**config.mk**
```make
export PLATFORM = sky130hd
export DESIGN_NAME = uart_status_ctrl
export DESIGN_NICKNAME = d
export VERILOG_FILES = /design/src/hw/uart_stat_pkg.sv /design/src/hw/uart_status_ctrl.sv
export SDC_FILE = /design/constraint.sdc
export NUM_CORES = 1
export LEC_CHECK = 0
export BUFFER_PORTS_ARGS = -buffer_cell sky130_fd_sc_hd__buf_2
export CAP_MARGIN = 40
export CORE_ASPECT_RATIO = 2
export CORE_MARGIN = 2
export CORE_UTILIZATION = 50
export CTS_BUF_LIST = sky130_fd_sc_hd__clkbuf_4
export CTS_CLUSTER_SIZE = 8
export DETAILED_ROUTE_END_ITERATION = 7
export PLACE_DENSITY = 0.72
export SLEW_MARGIN = 20
export SYNTH_ARGS = -nofsm -noshare
export SYNTH_HDL_FRONTEND = slang
export SYNTH_SLANG_ARGS = --single-unit
```
**constraint.sdc**
```tcl
create_clock -name CLK -period 5.9 [get_ports CLK]
set_clock_uncertainty 0.05 [all_clocks]
set_input_delay 1.475 -clock CLK [delete_from_list [all_inputs] [get_ports CLK]]
set_output_delay 1.475 -clock CLK [all_outputs]
set_load 0.02 [all_outputs]
```
**src/hw/uart_stat_pkg.sv**
```systemverilog
// Constants and types for the serial port status and feature block
// What this block does
// Interrupt pin driven or open-source per mode
// Infrared mode routes serial paths through codec
// Prescaler passes clock direct or divided four
// Data ready tracks held receive characters
// Full-FIFO arrival sets overrun, drops character
// Parity flag belongs to read-position character
// Framing flag belongs to read-position character
// Break flagged once, cleared by status read
// Bad-character interrupt timing select
// Holding empty follows transmit FIFO contents
// Transmitter empty needs FIFO and shifter empty
// FIFO error summary while flagged characters remain
// Half-duplex infrared mutes receiver while sending
// Infrared receive input optionally inverted
// Auto RS-485 drives direction on RTS
// RS-485 direction polarity select
// Xon-any resumes transmit on any character
// Modem change flags set on input change
// Ring change flag only on rising edge
// Enhanced bits writable only while unlocked
// Status reads clear error and change flags
// Reserved feature bits ignored on write
package uart_stat_pkg;
  localparam int unsigned ADDR_W = 3;
  localparam logic [ADDR_W-1:0] OFF_MCR = 3'h0;
  localparam logic [ADDR_W-1:0] OFF_LSR = 3'h1;
  localparam logic [ADDR_W-1:0] OFF_XFR = 3'h2;
  localparam logic [ADDR_W-1:0] OFF_MSR = 3'h3;

  localparam int unsigned MCR_RTS   = 1;
  localparam int unsigned MCR_INTOS = 5;
  localparam int unsigned MCR_IR    = 6;
  localparam int unsigned MCR_PRESC = 7;
  localparam logic [7:0]  MCR_ENH_MASK = 8'hE0;
  localparam logic [7:0]  MCR_RST = 8'h00;

  localparam int unsigned XFR_HDX   = 0;
  localparam int unsigned XFR_IRINV = 1;
  localparam int unsigned XFR_485   = 2;
  localparam int unsigned XFR_LSIMM = 3;
  localparam int unsigned XFR_XANY  = 4;
  localparam int unsigned XFR_485INV = 5;
  localparam int unsigned XFR_W     = 6;
  localparam logic [XFR_W-1:0] XFR_RST = 6'h00;

  localparam int unsigned LSR_THRE = 5;
  localparam logic [1:0] PRESC_LAST = 2'h3;
  localparam logic [4:0] PIN_IDLE = 5'h1F;

  typedef struct packed {
    logic brk;
    logic ferr;
    logic perr;
  } rx_err_t;

  typedef struct packed {
    logic cd;
    logic ri;
    logic dsr;
    logic cts;
  } modem_t;
endpackage

```
**src/hw/uart_status_ctrl.sv**
```systemverilog
// Line status, modem status and extra feature control logic
`timescale 1ns/1ps
`default_nettype none
module uart_status_ctrl
  import uart_stat_pkg::*;
#(
  parameter int unsigned FIFO_DEPTH = 32
) (
  input  wire logic              CLK,
  input  wire logic              RST,
  input  wire logic              CE,
  input  wire logic [ADDR_W-1:0] ADDR,
  input  wire logic [7:0]        WDATA,
  input  wire logic              WR,
  input  wire logic              RD,
  output logic [7:0]             RDATA,
  input  wire logic              ENH_UNLOCK,
  input  wire logic              LS_INT_EN,
  input  wire logic              MS_INT_EN,
  input  wire logic              SW_FLOW_ON,
  input  wire logic              RX_CHAR_DONE,
  input  wire rx_err_t           RX_CHAR_ERR,
  input  wire logic              RX_FIFO_FULL,
  input  wire logic              RX_HEAD_VALID,
  input  wire rx_err_t           RX_HEAD_ERR,
  input  wire logic              RX_POP,
  output logic                   RX_PUSH,
  input  wire logic              TX_HOLD_EMPTY,
  input  wire logic              TX_SHIFT_EMPTY,
  input  wire logic              TX_BUSY,
  input  wire logic              TXD,
  input  wire logic              IR_ENC_TX,
  input  wire logic              IR_DEC_RX,
  input  wire logic              RX_PIN,
  input  wire modem_t            MODEM_N,
  output logic                   TX_PIN,
  output logic                   RX_DATA,
  output logic                   IR_DEC_IN,
  output logic                   RTS_N,
  output logic                   IRQ_O,
  output logic                   IRQ_OE,
  output logic                   BRG_TICK,
  output logic                   XON_RESUME
);
  localparam int unsigned CNT_W = $clog2(FIFO_DEPTH + 1);

  logic [7:0]       mcr_q;
  logic [XFR_W-1:0] xfr_q;
  logic [4:0]       s1_q, s2_q, s3_q, pin_q;
  logic             rx_s;
  modem_t           mod_n, dlt_q;
  logic             oe_q, pe_q, fe_q, bi_q, imm_q;
  logic             brk_hold_q, hv_q, pop_q;
  logic [CNT_W-1:0] err_cnt_q;
  logic [1:0]       presc_cnt_q;
  logic             rd_lsr, rd_msr, wr_mcr, wr_xfr;
  logic             head_new, push, head_bad;
  modem_t           chg;
  logic             ls_irq, ms_irq, irq;
  logic [7:0]       lsr_v, msr_v;

  assign rd_lsr = RD && (ADDR == OFF_LSR);
  assign rd_msr = RD && (ADDR == OFF_MSR);
  assign wr_mcr = WR && (ADDR == OFF_MCR);
  assign wr_xfr = WR && (ADDR == OFF_XFR);

  // Control registers
  always_ff @(posedge CLK or posedge RST) begin
    if (RST) begin
      mcr_q <= MCR_RST;
    end else if (CE && wr_mcr) begin
      // Upper bits locked
      if (ENH_UNLOCK) begin
        mcr_q <= WDATA;
      end else begin
        mcr_q <= (mcr_q & MCR_ENH_MASK) | (WDATA & ~MCR_ENH_MASK);
      end
    end
  end

  always_ff @(posedge CLK or posedge RST) begin
    if (RST) begin
      xfr_q <= XFR_RST;
    end else if (CE && wr_xfr && ENH_UNLOCK) begin
      // Reserved bits dropped
      xfr_q <= WDATA[XFR_W-1:0];
    end
  end

  // Pin synchronisers, change taken when stages two and three agree
  always_ff @(posedge CLK or posedge RST) begin
    if (RST) begin
      s1_q  <= PIN_IDLE;
      s2_q  <= PIN_IDLE;
      s3_q  <= PIN_IDLE;
      pin_q <= PIN_IDLE;
    end else if (CE) begin
      s1_q <= {MODEM_N, RX_PIN};
      s2_q <= s1_q;
      s3_q <= s2_q;
      for (int i = 0; i < 5; i++) begin
        if (s2_q[i] == s3_q[i]) begin
          pin_q[i] <= s3_q[i];
        end
      end
    end
  end
  assign rx_s  = pin_q[0];
  assign mod_n = pin_q[4:1];

  // Modem change detection
  always_comb begin
    chg.cts = (s3_q[1] == s2_q[1]) && (s3_q[1] != mod_n.cts);
    chg.dsr = (s3_q[2] == s2_q[2]) && (s3_q[2] != mod_n.dsr);
    // Ring end edge only
    chg.ri  = (s3_q[3] == s2_q[3]) && s3_q[3] && !mod_n.ri;
    chg.cd  = (s3_q[4] == s2_q[4]) && (s3_q[4] != mod_n.cd);
  end

  // Change flags set
  always_ff @(posedge CLK or posedge RST) begin
    if (RST) begin
      dlt_q <= '0;
    end else if (CE) begin
      // Clear on read
      dlt_q <= chg | (dlt_q & ~{4{rd_msr}});
    end
  end

  // Read-position tracking for the receive FIFO head
  assign head_new = RX_HEAD_VALID && (!hv_q || pop_q);
  assign head_bad = |RX_HEAD_ERR;
  always_ff @(posedge CLK or posedge RST) begin
    if (RST) begin
      hv_q  <= 1'b0;
      pop_q <= 1'b0;
    end else if (CE) begin
      hv_q  <= RX_HEAD_VALID;
      pop_q <= RX_POP;
    end
  end

  // One break character per low period
  assign push = RX_CHAR_DONE && !RX_FIFO_FULL &&
                !(RX_CHAR_ERR.brk && brk_hold_q);
  always_ff @(posedge CLK or posedge RST) begin
    if (RST) begin
      brk_hold_q <= 1'b0;
    end else if (CE) begin
      if (push && RX_CHAR_ERR.brk) begin
        brk_hold_q <= 1'b1;
      end else if (rx_s) begin
        brk_hold_q <= 1'b0;
      end
    end
  end

  // Overrun on full FIFO
  always_ff @(posedge CLK or posedge RST) begin
    if (RST) begin
      oe_q <= 1'b0;
    end else if (CE) begin
      oe_q <= (RX_CHAR_DONE && RX_FIFO_FULL) || (oe_q && !rd_lsr);
    end
  end

  // Parity of head character
  always_ff @(posedge CLK or posedge RST) begin
    if (RST) begin
      pe_q <= 1'b0;
    end else if (CE) begin
      pe_q <= (head_new && RX_HEAD_ERR.perr) || (pe_q && !rd_lsr);
    end
  end

  // Framing of head character
  always_ff @(posedge CLK or posedge RST) begin
    if (RST) begin
      fe_q <= 1'b0;
    end else if (CE) begin
      fe_q <= (head_new && RX_HEAD_ERR.ferr) || (fe_q && !rd_lsr);
    end
  end

  // Break flag cleared by read
  always_ff @(posedge CLK or posedge RST) begin
    if (RST) begin
      bi_q <= 1'b0;
    end else if (CE) begin
      bi_q <= (head_new && RX_HEAD_ERR.brk) || (bi_q && !rd_lsr);
    end
  end

  // Immediate bad-character report
  always_ff @(posedge CLK or posedge RST) begin
    if (RST) begin
      imm_q <= 1'b0;
    end else if (CE) begin
      imm_q <= (xfr_q[XFR_LSIMM] && push && (|RX_CHAR_ERR)) ||
               (imm_q && !rd_lsr);
    end
  end

  // Count of flagged characters held
  always_ff @(posedge CLK or posedge RST) begin
    if (RST) begin
      err_cnt_q <= '0;
    end else if (CE) begin
      case ({push && (|RX_CHAR_ERR), RX_POP && RX_HEAD_VALID && head_bad})
        2'b10:   err_cnt_q <= err_cnt_q + 1'b1;
        2'b01:   err_cnt_q <= err_cnt_q - 1'b1;
        default: err_cnt_q <= err_cnt_q;
      endcase
    end
  end

  // Live status bits
  assign lsr_v = {err_cnt_q != '0, TX_HOLD_EMPTY && TX_SHIFT_EMPTY,
                  TX_HOLD_EMPTY, bi_q, fe_q, pe_q, oe_q, RX_HEAD_VALID};
  assign msr_v = {~mod_n, dlt_q};

  // Register read port
  always_ff @(posedge CLK or posedge RST) begin
    if (RST) begin
      RDATA <= 8'h00;
    end else if (CE) begin
      if (rd_lsr) begin
        RDATA <= lsr_v;
      end else if (rd_msr) begin
        RDATA <= msr_v;
      end else if (RD && (ADDR == OFF_MCR)) begin
        RDATA <= mcr_q;
      end else begin
        RDATA <= 8'h00;
      end
    end
  end

  assign ls_irq = LS_INT_EN && (oe_q || pe_q || fe_q || bi_q || imm_q);
  assign ms_irq = MS_INT_EN && (|dlt_q);
  assign irq    = ls_irq || ms_irq;

  // Interrupt pin mode
  always_ff @(posedge CLK or posedge RST) begin
    if (RST) begin
      IRQ_O  <= 1'b0;
      IRQ_OE <= 1'b1;
    end else if (CE) begin
      IRQ_O  <= mcr_q[MCR_INTOS] ? 1'b1 : irq;
      IRQ_OE <= mcr_q[MCR_INTOS] ? irq : 1'b1;
    end
  end

  // Serial and infrared routing
  always_ff @(posedge CLK or posedge RST) begin
    if (RST) begin
      TX_PIN    <= 1'b1;
      RX_DATA   <= 1'b1;
      IR_DEC_IN <= 1'b0;
    end else if (CE) begin
      TX_PIN <= mcr_q[MCR_IR] ? IR_ENC_TX : TXD;
      if (xfr_q[XFR_HDX] && TX_BUSY) begin
        IR_DEC_IN <= 1'b0;
      end else begin
        IR_DEC_IN <= rx_s ^ xfr_q[XFR_IRINV];
      end
      if (!mcr_q[MCR_IR]) begin
        RX_DATA <= rx_s;
      end else if (xfr_q[XFR_HDX] && TX_BUSY) begin
        RX_DATA <= 1'b1;
      end else begin
        RX_DATA <= IR_DEC_RX;
      end
    end
  end

  // Direction control on RTS
  always_ff @(posedge CLK or posedge RST) begin
    if (RST) begin
      RTS_N <= 1'b1;
    end else if (CE) begin
      RTS_N <= xfr_q[XFR_485] ? (TX_BUSY ^ xfr_q[XFR_485INV])
                              : !mcr_q[MCR_RTS];
    end
  end

  // Baud generator clock enable
  always_ff @(posedge CLK or posedge RST) begin
    if (RST) begin
      presc_cnt_q <= 2'h0;
      BRG_TICK    <= 1'b0;
    end else if (CE) begin
      presc_cnt_q <= presc_cnt_q + 2'h1;
      BRG_TICK    <= !mcr_q[MCR_PRESC] || (presc_cnt_q == PRESC_LAST);
    end
  end

  // Any character resumes
  always_ff @(posedge CLK or posedge RST) begin
    if (RST) begin
      XON_RESUME <= 1'b0;
      RX_PUSH    <= 1'b0;
    end else if (CE) begin
      XON_RESUME <= SW_FLOW_ON && xfr_q[XFR_XANY] && RX_CHAR_DONE;
      RX_PUSH    <= push;
    end else begin
      XON_RESUME <= 1'b0;
      RX_PUSH    <= 1'b0;
    end
  end
endmodule // uart_status_ctrl
`default_nettype wire

```
## After elaboration in Yosys (flattened, before gate mapping)

Cells that the tools add are included.

- Flip-flop bits (word level): 71
- Input port bits: 41
- Output and inout port bits: 17
- Logic and storage cells: 149

- Add/sub/neg operators: 3
- Equality and inequality tests: 18
- Multiplexer cells: 16
- Bitwise logic cells: 7
- Reduce and logical (&&, ||, !) cells: 71

Operator list:

| operator | number |
|---|---|
| $logic_and 1x1->1 | 38 |
| $mux 8 | 4 |
| $reduce_and 2->1 | 7 |
| $logic_or 1x1->1 | 12 |
| $pmux 6 s2 | 1 |
| $mux 1 | 11 |
| $eq 1x1->1 | 9 |
| $not 4->4 | 2 |
| $or 8x5->8 | 1 |
| $logic_not 1->1 | 7 |
| $add 6x1->6 const B | 1 |
| $eq 3x2->1 const B | 2 |
| $reduce_bool 6->1 | 1 |
| $reduce_or 3->1 | 2 |
| $sub 6x1->6 const B | 1 |
| $and 4x4->4 | 1 |
| $eq 2x2->1 const B | 2 |
| $or 4x4->4 | 1 |
| $reduce_bool 2->1 | 2 |
| $reduce_or 4->1 | 1 |
| $eq 3x1->1 const B | 1 |
| $logic_not 3->1 | 1 |
| $ne 1x1->1 | 3 |
| $add 2x1->2 const B | 1 |
| 2 further kinds | 3 |

## Longest topological paths before layout

Gate-level depths: netlist of run 1.

- Depth after elaboration: 7
- Mapped depth: 10
- Gate-level depth less buffers: 9

## Worst setup path before layout of run 1

Ideal clock, no wire load.

- Kind: input port to flip-flop
- From: input RX_CHAR_ERR[2] (netlist name)
- To: register err_cnt_q[4]
- Setup time: 0.131 ns
- Arrival: 3.447 ns
- Required time: 5.719 ns
- Slack: 2.271 ns
- Cell stages on the path: 10
- Path buffers: 1
- Cell sequence: or3_1 nand3_1 ha_1 buf_4 xor2_1 ha_1 a21o_1 a22oi_1 o211a_1 or3_1

- Word-level cells in the longest chain between the ends: 7
- Elaborated cells on any way between the ends: 10
- Those cells by class: 2 x eq/ne; 1 x mux; 7 x reduce/logical

RTL lines:

| what | RTL line | text |
|---|---|---|
| start: declaration | uart_status_ctrl.sv:22 | `input wire rx_err_t RX_CHAR_ERR,` |
| $logic_and 1x1->1 | uart_status_ctrl.sv:145 | `!(RX_CHAR_ERR.brk && brk_hold_q);` |
| $logic_not 1->1 | uart_status_ctrl.sv:145 |  |
| $logic_and 1x1->1 | uart_status_ctrl.sv:144 | `assign push = RX_CHAR_DONE && !RX_FIFO_FULL &&` |
| $logic_and 1x1->1 * | uart_status_ctrl.sv:209 | `case ({push && (\|RX_CHAR_ERR), RX_POP && RX_HEAD_VALID && head_bad})` |
| $eq 2x1->1 or $eq 2x2->1 (tied branches) | uart_status_ctrl.sv:209 |  |
| $reduce_bool 2->1 (no line) | -- |  |
| $reduce_and 2->1 (no line) | -- |  |
| end signal: assignment | uart_status_ctrl.sv:210 | `2'b10: err_cnt_q <= err_cnt_q + 1'b1;` |
| end signal: assignment | uart_status_ctrl.sv:211 | `2'b01: err_cnt_q <= err_cnt_q - 1'b1;` |
| end signal: assignment | uart_status_ctrl.sv:212 | `default: err_cnt_q <= err_cnt_q;` |
| end: declaration | uart_status_ctrl.sv:54 | `logic [CNT_W-1:0] err_cnt_q;` |

Mark *: on every way between the ends. The rest lies on a longest branch, timed or not.
A chain may end at the register's enable or synchronous reset.

## Worst setup path in the final report of run 1

Same ends and word-level chain as after synthesis.

==> impl_metrics.env, run 1 <==
export IMPL_run_status="completed"
export IMPL_reg2reg_to="err_cnt_q[4]"
export IMPL_achievable_frequency_mhz=281
export IMPL_reg2reg_slack_ns=3.37
export IMPL_vdd_ir_drop_worst_v=0.000224
export IMPL_cts_buffer_depth=2
export IMPL_grt_use_total_pct=21.1
export IMPL_grt_max_degree=38
export IMPL_grt_antenna_before_repair=1
export IMPL_grt_setup_unrepaired="no"
export IMPL_ys_seq_area_share_pct=52.8
export IMPL_rr_startpoint="brk_hold_q"
export IMPL_crit_required_ns=6.16
export IMPL_core_area_mm2=0.00662
export IMPL_drv_max_cap_violation_count=0
export IMPL_number_of_flops_mapped_to_enable_cells_by_yosys=0
export IMPL_finalSetupViolations=0
export IMPL_numPortBuffers=57
export IMPL_final_hold_viol_count=0
export IMPL_grt_pass1_vias=2482
export IMPL_slew_limit_headroom_pct=51.6
export IMPL_grt_first_pass_wirelength_um=12100
export IMPL_hold_buffers=0
export IMPL_postSynthCellCount=300
export IMPL_ios=58
export IMPL_synth_top_cell_by_area="sky130_fd_sc_hd__dfrtp_1"
export IMPL_min_tclk_post_route_ns=3.56
export IMPL_critical_path_n_buffers_inverters=1
export IMPL_yosys_area_share_simple_pct=12.6
export IMPL_post_dr_vias_cell=5.61
export IMPL_post_synth_instance_area_mm2=0.00342
export IMPL_worst_path_dominant_cell_family="simple AND/OR/NAND/NOR gates"
export IMPL_wl_met3_um=308
export IMPL_critPathLaunchType="input pin"
export IMPL_drcViolationCount=0
export IMPL_clock_sinks=71
export IMPL_clk_pin_slew_ns=0.11
export IMPL_cts_resized=0
export IMPL_post_cts_buffers=0
export IMPL_largest_family_of_logic_cells_by_synthesized_area="compound AO/OA/AOI/OAI gates"
export IMPL_ys_top_cells_by_count="sky130_fd_sc_hd__dfrtp_1 (47), sky130_fd_sc_hd__mux2_2 (29), sky130_fd_sc_hd__dfstp_2 (24)"
export IMPL_postSynth_asyncResetShare_pct=100
export IMPL_fin_tns_setup_ns=0
export IMPL_number_of_h_tree_branching_levels=3
export IMPL_clockRootBuffer="sky130_fd_sc_hd__clkbuf_4"
export IMPL_dr_wl_met2_um=3790
export IMPL_synth_flop_cell="sky130_fd_sc_hd__dfrtp_1"
export IMPL_path_max_fanout=15
export IMPL_power_density_mw_per_mm2=335
export IMPL_synth_top_cells_by_area="sky130_fd_sc_hd__dfrtp_1 (34%), sky130_fd_sc_hd__dfstp_2 (18%), sky130_fd_sc_hd__mux2_2 (9.5%), sky130_fd_sc_hd__a21oi_1 (2.6%), sky130_fd_sc_hd__o21ai_0 (2.5%)"
export IMPL_design_final_nets=401
export IMPL_drt_total_wl_um=7310
export IMPL_initial_core_util_pct=51.7
export IMPL_route_vias_total=2519
export IMPL_layout_drive_gt1_share_pct=37.5
export IMPL_post_synth_mux_area_share_pct=12.4
export IMPL_cts_tree="yes"
export IMPL_first_pass_iters=6
export IMPL_hp_start="presc_cnt_q[0]"
export IMPL_rows=42
export IMPL_rr_worst_depth=9
export IMPL_worst_setup_path_type="input pin to register"
export IMPL_cts_made_buffers=9
export IMPL_highest_layer="met4"
export IMPL_synthDistinctLibCells=51
export IMPL_design_die_area_mm2=0.00756
export IMPL_tightest_slew_ns=0.727
export IMPL_path_cells="buf_2 -> or3_1 -> nand3_1 -> ha_1 -> xor2_1 -> ha_1 -> a21o_1 -> a22oi_1 -> o211a_1 -> or3_1"
export IMPL_synth_compound_area_share_pct=13.9
export IMPL_holdPathStages=1
export IMPL_syn_to_final_growth_pct=13.6
export IMPL_finalNonFillerCells=449
export IMPL_power_total_w=0.00130
export IMPL_critical_path_arrival_ns=3.82
export IMPL_most_instantiated_library_cell_after_synthesis="sky130_fd_sc_hd__dfrtp_1"
export IMPL_post_synth_top_area_fraction_pct=34.4
export IMPL_drt_wirelength_per_cell_um=16.3
export IMPL_synth_seq_cells=71
export IMPL_cp_slowest_stage_delay_ns=0.48
export IMPL_timing_max_transition_violations_final=0
export IMPL_static_leakage_power_nw=1.75
export IMPL_post_synth_fa_ha_maj_area_fraction_pct=1.83
export IMPL_placed_cell_area_mm2=0.00378
export IMPL_post_place_cells=432
export IMPL_dpl_hpwl_um=5490
export IMPL_worst_skew_pair_late_latency_ns=0.42
export IMPL_place_gp_congestion=0.849
export IMPL_finish_instance_area_mm2=0.00389
export IMPL_die_y_um=121
export IMPL_hp_class="register to register"
export IMPL_min_period_over_period_pct=60.4
export IMPL_nFillCells=596
export IMPL_synth_xor_xnor_area_share_pct=2.05
export IMPL_post_synth_cell_area_avg_um2=11.4
export IMPL_timing_critical_path_to_type="register"
export IMPL_syn_num_nets=346
export IMPL_synth_yosys_warnings=0
export IMPL_die_x_um=62.5
export IMPL_critPathSlowestCell="sky130_fd_sc_hd__ha_1"
export IMPL_final_util_pct=58.7
export IMPL_route_antenna_remaining_nets=0
export IMPL_detailedRoute_firstIterationViolations=133
export IMPL_holdPathEnd="presc_cnt_q[0]"
export IMPL_gr_total_overflow=0
export IMPL_route_layer_met1_wl_um=2940
-- report_power, final --
group	internal (W)	switching (W)
combinational	0.000160	0.000152
clock	0.0000920	0.000163
sequential	0.000622	0.000114
-- how the worst max path moves through the flow --
stage / from / slack (ns) / endpoint / cells past startpoint
after floorplan: RX_CHAR_ERR[2] / 2.27 / err_cnt_q[4] / 10
after global placement: RX_CHAR_ERR[2] / 1.98 / err_cnt_q[4] / 10
after detailed placement: RX_CHAR_ERR[2] / 1.92 / err_cnt_q[4] / 10
after CTS: RX_CHAR_ERR[2] / 2.36 / err_cnt_q[4] / 10
after global routing: RX_CHAR_ERR[2] / 2.22 / err_cnt_q[4] / 10
final: RX_CHAR_ERR[2] / 2.34 / err_cnt_q[4] / 10
-- cell usage in the layout (no fill, tap or decap), types with 3 or more instances in the layout --
cell type | Yosys | layout
sky130_fd_sc_hd__a21oi_1 | 18 | 18
sky130_fd_sc_hd__nor3_1 | 3 | 3
sky130_fd_sc_hd__mux2_2 | 29 | 29
sky130_fd_sc_hd__nand2_1 | 20 | 20
sky130_fd_sc_hd__a221o_1 | 4 | 4
sky130_fd_sc_hd__nand3b_1 | 4 | 4
sky130_fd_sc_hd__nand3_1 | 6 | 6
sky130_fd_sc_hd__inv_1 | 15 | 14
sky130_fd_sc_hd__a22o_1 | 4 | 4
sky130_fd_sc_hd__dfstp_2 | 24 | 24
sky130_fd_sc_hd__a22oi_1 | 5 | 5
sky130_fd_sc_hd__xor2_1 | 6 | 6
sky130_fd_sc_hd__clkbuf_4 | 0 | 11
sky130_fd_sc_hd__ha_1 | 5 | 5
sky130_fd_sc_hd__nand2b_1 | 3 | 3
sky130_fd_sc_hd__dfrtp_1 | 47 | 47
sky130_fd_sc_hd__o22ai_1 | 3 | 3
sky130_fd_sc_hd__mux2_1 | 6 | 6
sky130_fd_sc_hd__buf_2 | 12 | 57
sky130_fd_sc_hd__nor2_1 | 18 | 18
sky130_fd_sc_hd__a32o_1 | 3 | 3
sky130_fd_sc_hd__o2bb2ai_1 | 4 | 4
sky130_fd_sc_hd__a31oi_1 | 3 | 3
sky130_fd_sc_hd__and4_1 | 3 | 3
sky130_fd_sc_hd__mux2i_1 | 3 | 3
sky130_fd_sc_hd__or3_1 | 3 | 3
sky130_fd_sc_hd__o21ai_0 | 17 | 17
-- layout make-up --
type / instances / area [µm²] / area share, %
well taps: 88 / 110 / 2.83
multi-input cells: 198 / 1460 / 37.7
clock inverters: 5 / 25.0 / 0.644
inverters: 15 / 56.3 / 1.45
flip-flops and latches: 71 / 1810 / 46.5
diodes: 1 / 2.50 / 0.0644
repair buffers: 60 / 340 / 8.75
clock buffers: 11 / 82.6 / 2.12
-- kinds of logic (layout without fill, tap and decap cells) --
logic type | count (synthesis) | after routing
other | 0 | 1
adders and majority gates | 5 | 5
buffers and inverters | 31 | 91
DFF | 71 | 71
xor gates and xnor gates | 8 | 8
muxes | 38 | 38
AOI/OAI and AO/OA | 71 | 71
and+or+nand+nor | 76 | 76
-- metrics by stage --
| step | worst slack (ns) | hold slack (ns) |
|---|---|---|
| floorplan | 2.27 | 0.388 |
| global placement | 1.98 | 0.411 |
| detailed placement | 1.92 | 0.414 |
| CTS | 2.36 | 0.435 |
| global route | 2.22 | 0.454 |
| finish | 2.34 | 0.430 |
-- registers in the layout, indices dropped and copies added (netlist names), 5 cells and up --
signal and count:
err_cnt_q 6, mcr_q 8, RDATA 8, s3_q 5, pin_q 5, s2_q 5, s1_q 5, xfr_q 6
-- metal layers --
| layer | GRT usage [%] | vias to the layer above |
|---|---|---|
| met5 | 0 | - |
| met4 | 14.2 | 0 |
| met3 | 4.08 | 17 |
| met2 | 34.1 | 65 |
| met1 | 25.3 | 1237 |
| li1 | - | 1200 |
(Power assumes the default switching activity.)
==> inputs of run 2 (changes only) <==
- clock period: 5.9 -> 3.3 ns (I/O delays scaled with it)
==> impl_metrics.env, run 2 (synthesis gave the netlist of run 1 again) <==
export IMPL_run_status="completed"
export IMPL_grt_pass1_vias=2717
export IMPL_clk_pin_slew_ns=0.11
export IMPL_critical_path_arrival_ns=2.85
export IMPL_final_hold_viol_count=0
export IMPL_critPathSlowestCell="sky130_fd_sc_hd__or3_1"
export IMPL_route_vias_total=2551
export IMPL_numPortBuffers=57
export IMPL_reg2reg_to="err_cnt_q[4]"
export IMPL_ios=58
export IMPL_cts_resized=0
export IMPL_fin_tns_setup_ns=0
export IMPL_finish_instance_area_mm2=0.00394
export IMPL_final_cell_mix="sky130_fd_sc_hd__buf_2 (57), sky130_fd_sc_hd__dfrtp_1 (47), sky130_fd_sc_hd__mux2_2 (29)"
export IMPL_tightest_slew_ns=0.426
export IMPL_top_regs="RDATA: 8 flops, mcr_q: 8 flops"
export IMPL_gr_util_met2_pct=40.4
export IMPL_final_common_cell="sky130_fd_sc_hd__buf_2"
export IMPL_achievable_frequency_mhz=388
export IMPL_route_antenna_remaining_nets=0
export IMPL_crit_end="err_cnt_q[4]"
export IMPL_cts_tree="yes"
export IMPL_multiInputGateArea_mm2=0.00146
export IMPL_clockRootBuffer="sky130_fd_sc_hd__clkbuf_4"
export IMPL_drt_wirelength_per_cell_um=17.2
export IMPL_design_final_nets=403
export IMPL_core_area_mm2=0.00662
export IMPL_drt_total_wl_um=7750
export IMPL_register_area_mm2=0.00181
export IMPL_grt_use_total_pct=22.5
export IMPL_grt_max_degree=30
export IMPL_rr_startpoint="brk_hold_q"
export IMPL_placed_cell_area_mm2=0.00376
export IMPL_die_x_um=62.5
export IMPL_grt_setup_unrepaired="no"
export IMPL_detailedRoute_firstIterationViolations=172
export IMPL_static_leakage_power_nw=1.78
export IMPL_cp_slowest_stage_delay_ns=0.40
export IMPL_worst_setup_path_type="input pin to register"
export IMPL_path_max_fanout=4
export IMPL_reg2reg_slack_ns=0.97
export IMPL_critPathLaunchType="input pin"
export IMPL_cts_made_buffers=9
export IMPL_crit_required_ns=3.57
export IMPL_rows=42
export IMPL_dpl_hpwl_um=5740
export IMPL_clock_sinks=71
export IMPL_timing_max_transition_violations_final=0
export IMPL_post_dr_vias_cell=5.67
export IMPL_hp_class="input pin to async pin"
export IMPL_min_tclk_post_route_ns=2.58
export IMPL_power_density_mw_per_mm2=656
export IMPL_die_y_um=121
export IMPL_diodes=0
export IMPL_post_cts_buffers=0
export IMPL_grt_antenna_before_repair=0
export IMPL_slew_limit_headroom_pct=71.5
export IMPL_min_period_over_period_pct=78.1
export IMPL_rr_worst_depth=9
export IMPL_worstSetupStartpoint="RX_CHAR_ERR[2]"
export IMPL_initial_core_util_pct=51.7
export IMPL_hold_buffers=0
export IMPL_drcViolationCount=0
export IMPL_timing_critical_path_to_type="register"
export IMPL_vdd_ir_drop_worst_v=0.000351
export IMPL_first_pass_iters=6
export IMPL_design_die_area_mm2=0.00756
export IMPL_final_util_pct=59.5
export IMPL_groute_layer_met1_usage_pct=23.5
export IMPL_nFillCells=615
export IMPL_grt_busiest_layer="met2"
export IMPL_syn_to_final_growth_pct=15.1
export IMPL_layout_drive_gt1_share_pct=38.1
export IMPL_grt_first_pass_wirelength_um=12900
export IMPL_place_gp_congestion=0.816
export IMPL_number_of_h_tree_branching_levels=3
export IMPL_gr_total_overflow=0
export IMPL_path_cells="buf_2 -> or3_1 -> nand3_1 -> ha_1 -> xor2_1 -> ha_1 -> a21o_1 -> a22oi_1 -> o211a_1 -> or3_1"
export IMPL_worst_skew_pair_late_latency_ns=0.43
export IMPL_finalSetupViolations=0
export IMPL_cts_buffer_depth=2
export IMPL_drv_max_cap_violation_count=0
export IMPL_gr_usage_met3_pct=6.12
## run 2: changes by cell type in the layout (fill, tap and decap cells not counted)
cell                        delta
sky130_fd_sc_hd__buf_4         +4
sky130_fd_sc_hd__bufinv_16     +3
sky130_fd_sc_hd__clkbuf_4      -2
sky130_fd_sc_hd__buf_12        -1
sky130_fd_sc_hd__buf_16        -1
sky130_fd_sc_hd__clkinv_1      -1
sky130_fd_sc_hd__diode_2       -1
## run 2: critical path: cells and delay by family
kind / cells / cell delay, ns
buffers and inverters: 1 / 0.11
XOR/XNOR: 1 / 0.16
adder cells (fa/ha/maj): 2 / 0.42
AO/OA/AOI/OAI: 3 / 0.45
AND/OR/NAND/NOR: 3 / 0.89
## run 2: report_power, final
group	switching, W	internal (W)	leakage [nW]
clock network	0.000302	0.000378	0.0933
registers	0.000217	0.00111	0.814
logic	0.000288	0.000287	0.875
total	0.000808	0.00178	1.78
## run 2: stage by stage
step	total power, W	setup slack (ns)	instances	hold slack, ns
finish	0.00259	0.721	450	0.327
global route	0.00275	0.637	450	0.345
CTS	0.00261	0.737	450	0.323
detailed placement	0.00191	0.264	434	0.418
global placement	0.00187	0.334	434	0.413
floorplan	0.00173	0.321	300	0.388
## run 2: cell type report
type / instances / share of cell area [%]
sequential: 71 / 45.9
inverter: 15 / 1.43
tap: 88 / 2.80
multi-input combinational: 198 / 37.2
clock buffer: 9 / 1.72
timing repair buffer: 62 / 8.20
clock inverter: 7 / 2.83
## run 2: worst min path at each step
stage	end	startpoint	depth (start not counted)
4_1_cts	err_cnt_q[2]	RST	2
3_3_place_gp	xfr_q[4]	xfr_q[4]	1
2_1_floorplan	IRQ_OE	mcr_q[5]	1
6_report	err_cnt_q[2]	RST	2
5_1_grt	err_cnt_q[3]	RST	2
3_5_place_dp	xfr_q[4]	xfr_q[4]	1
## run 2: metal layers
layer,wire length [µm],vias to the layer above
li1,-,1200
met1,2920,1253
met2,4190,78
met3,361,20
met4,272,0
met5,0,-
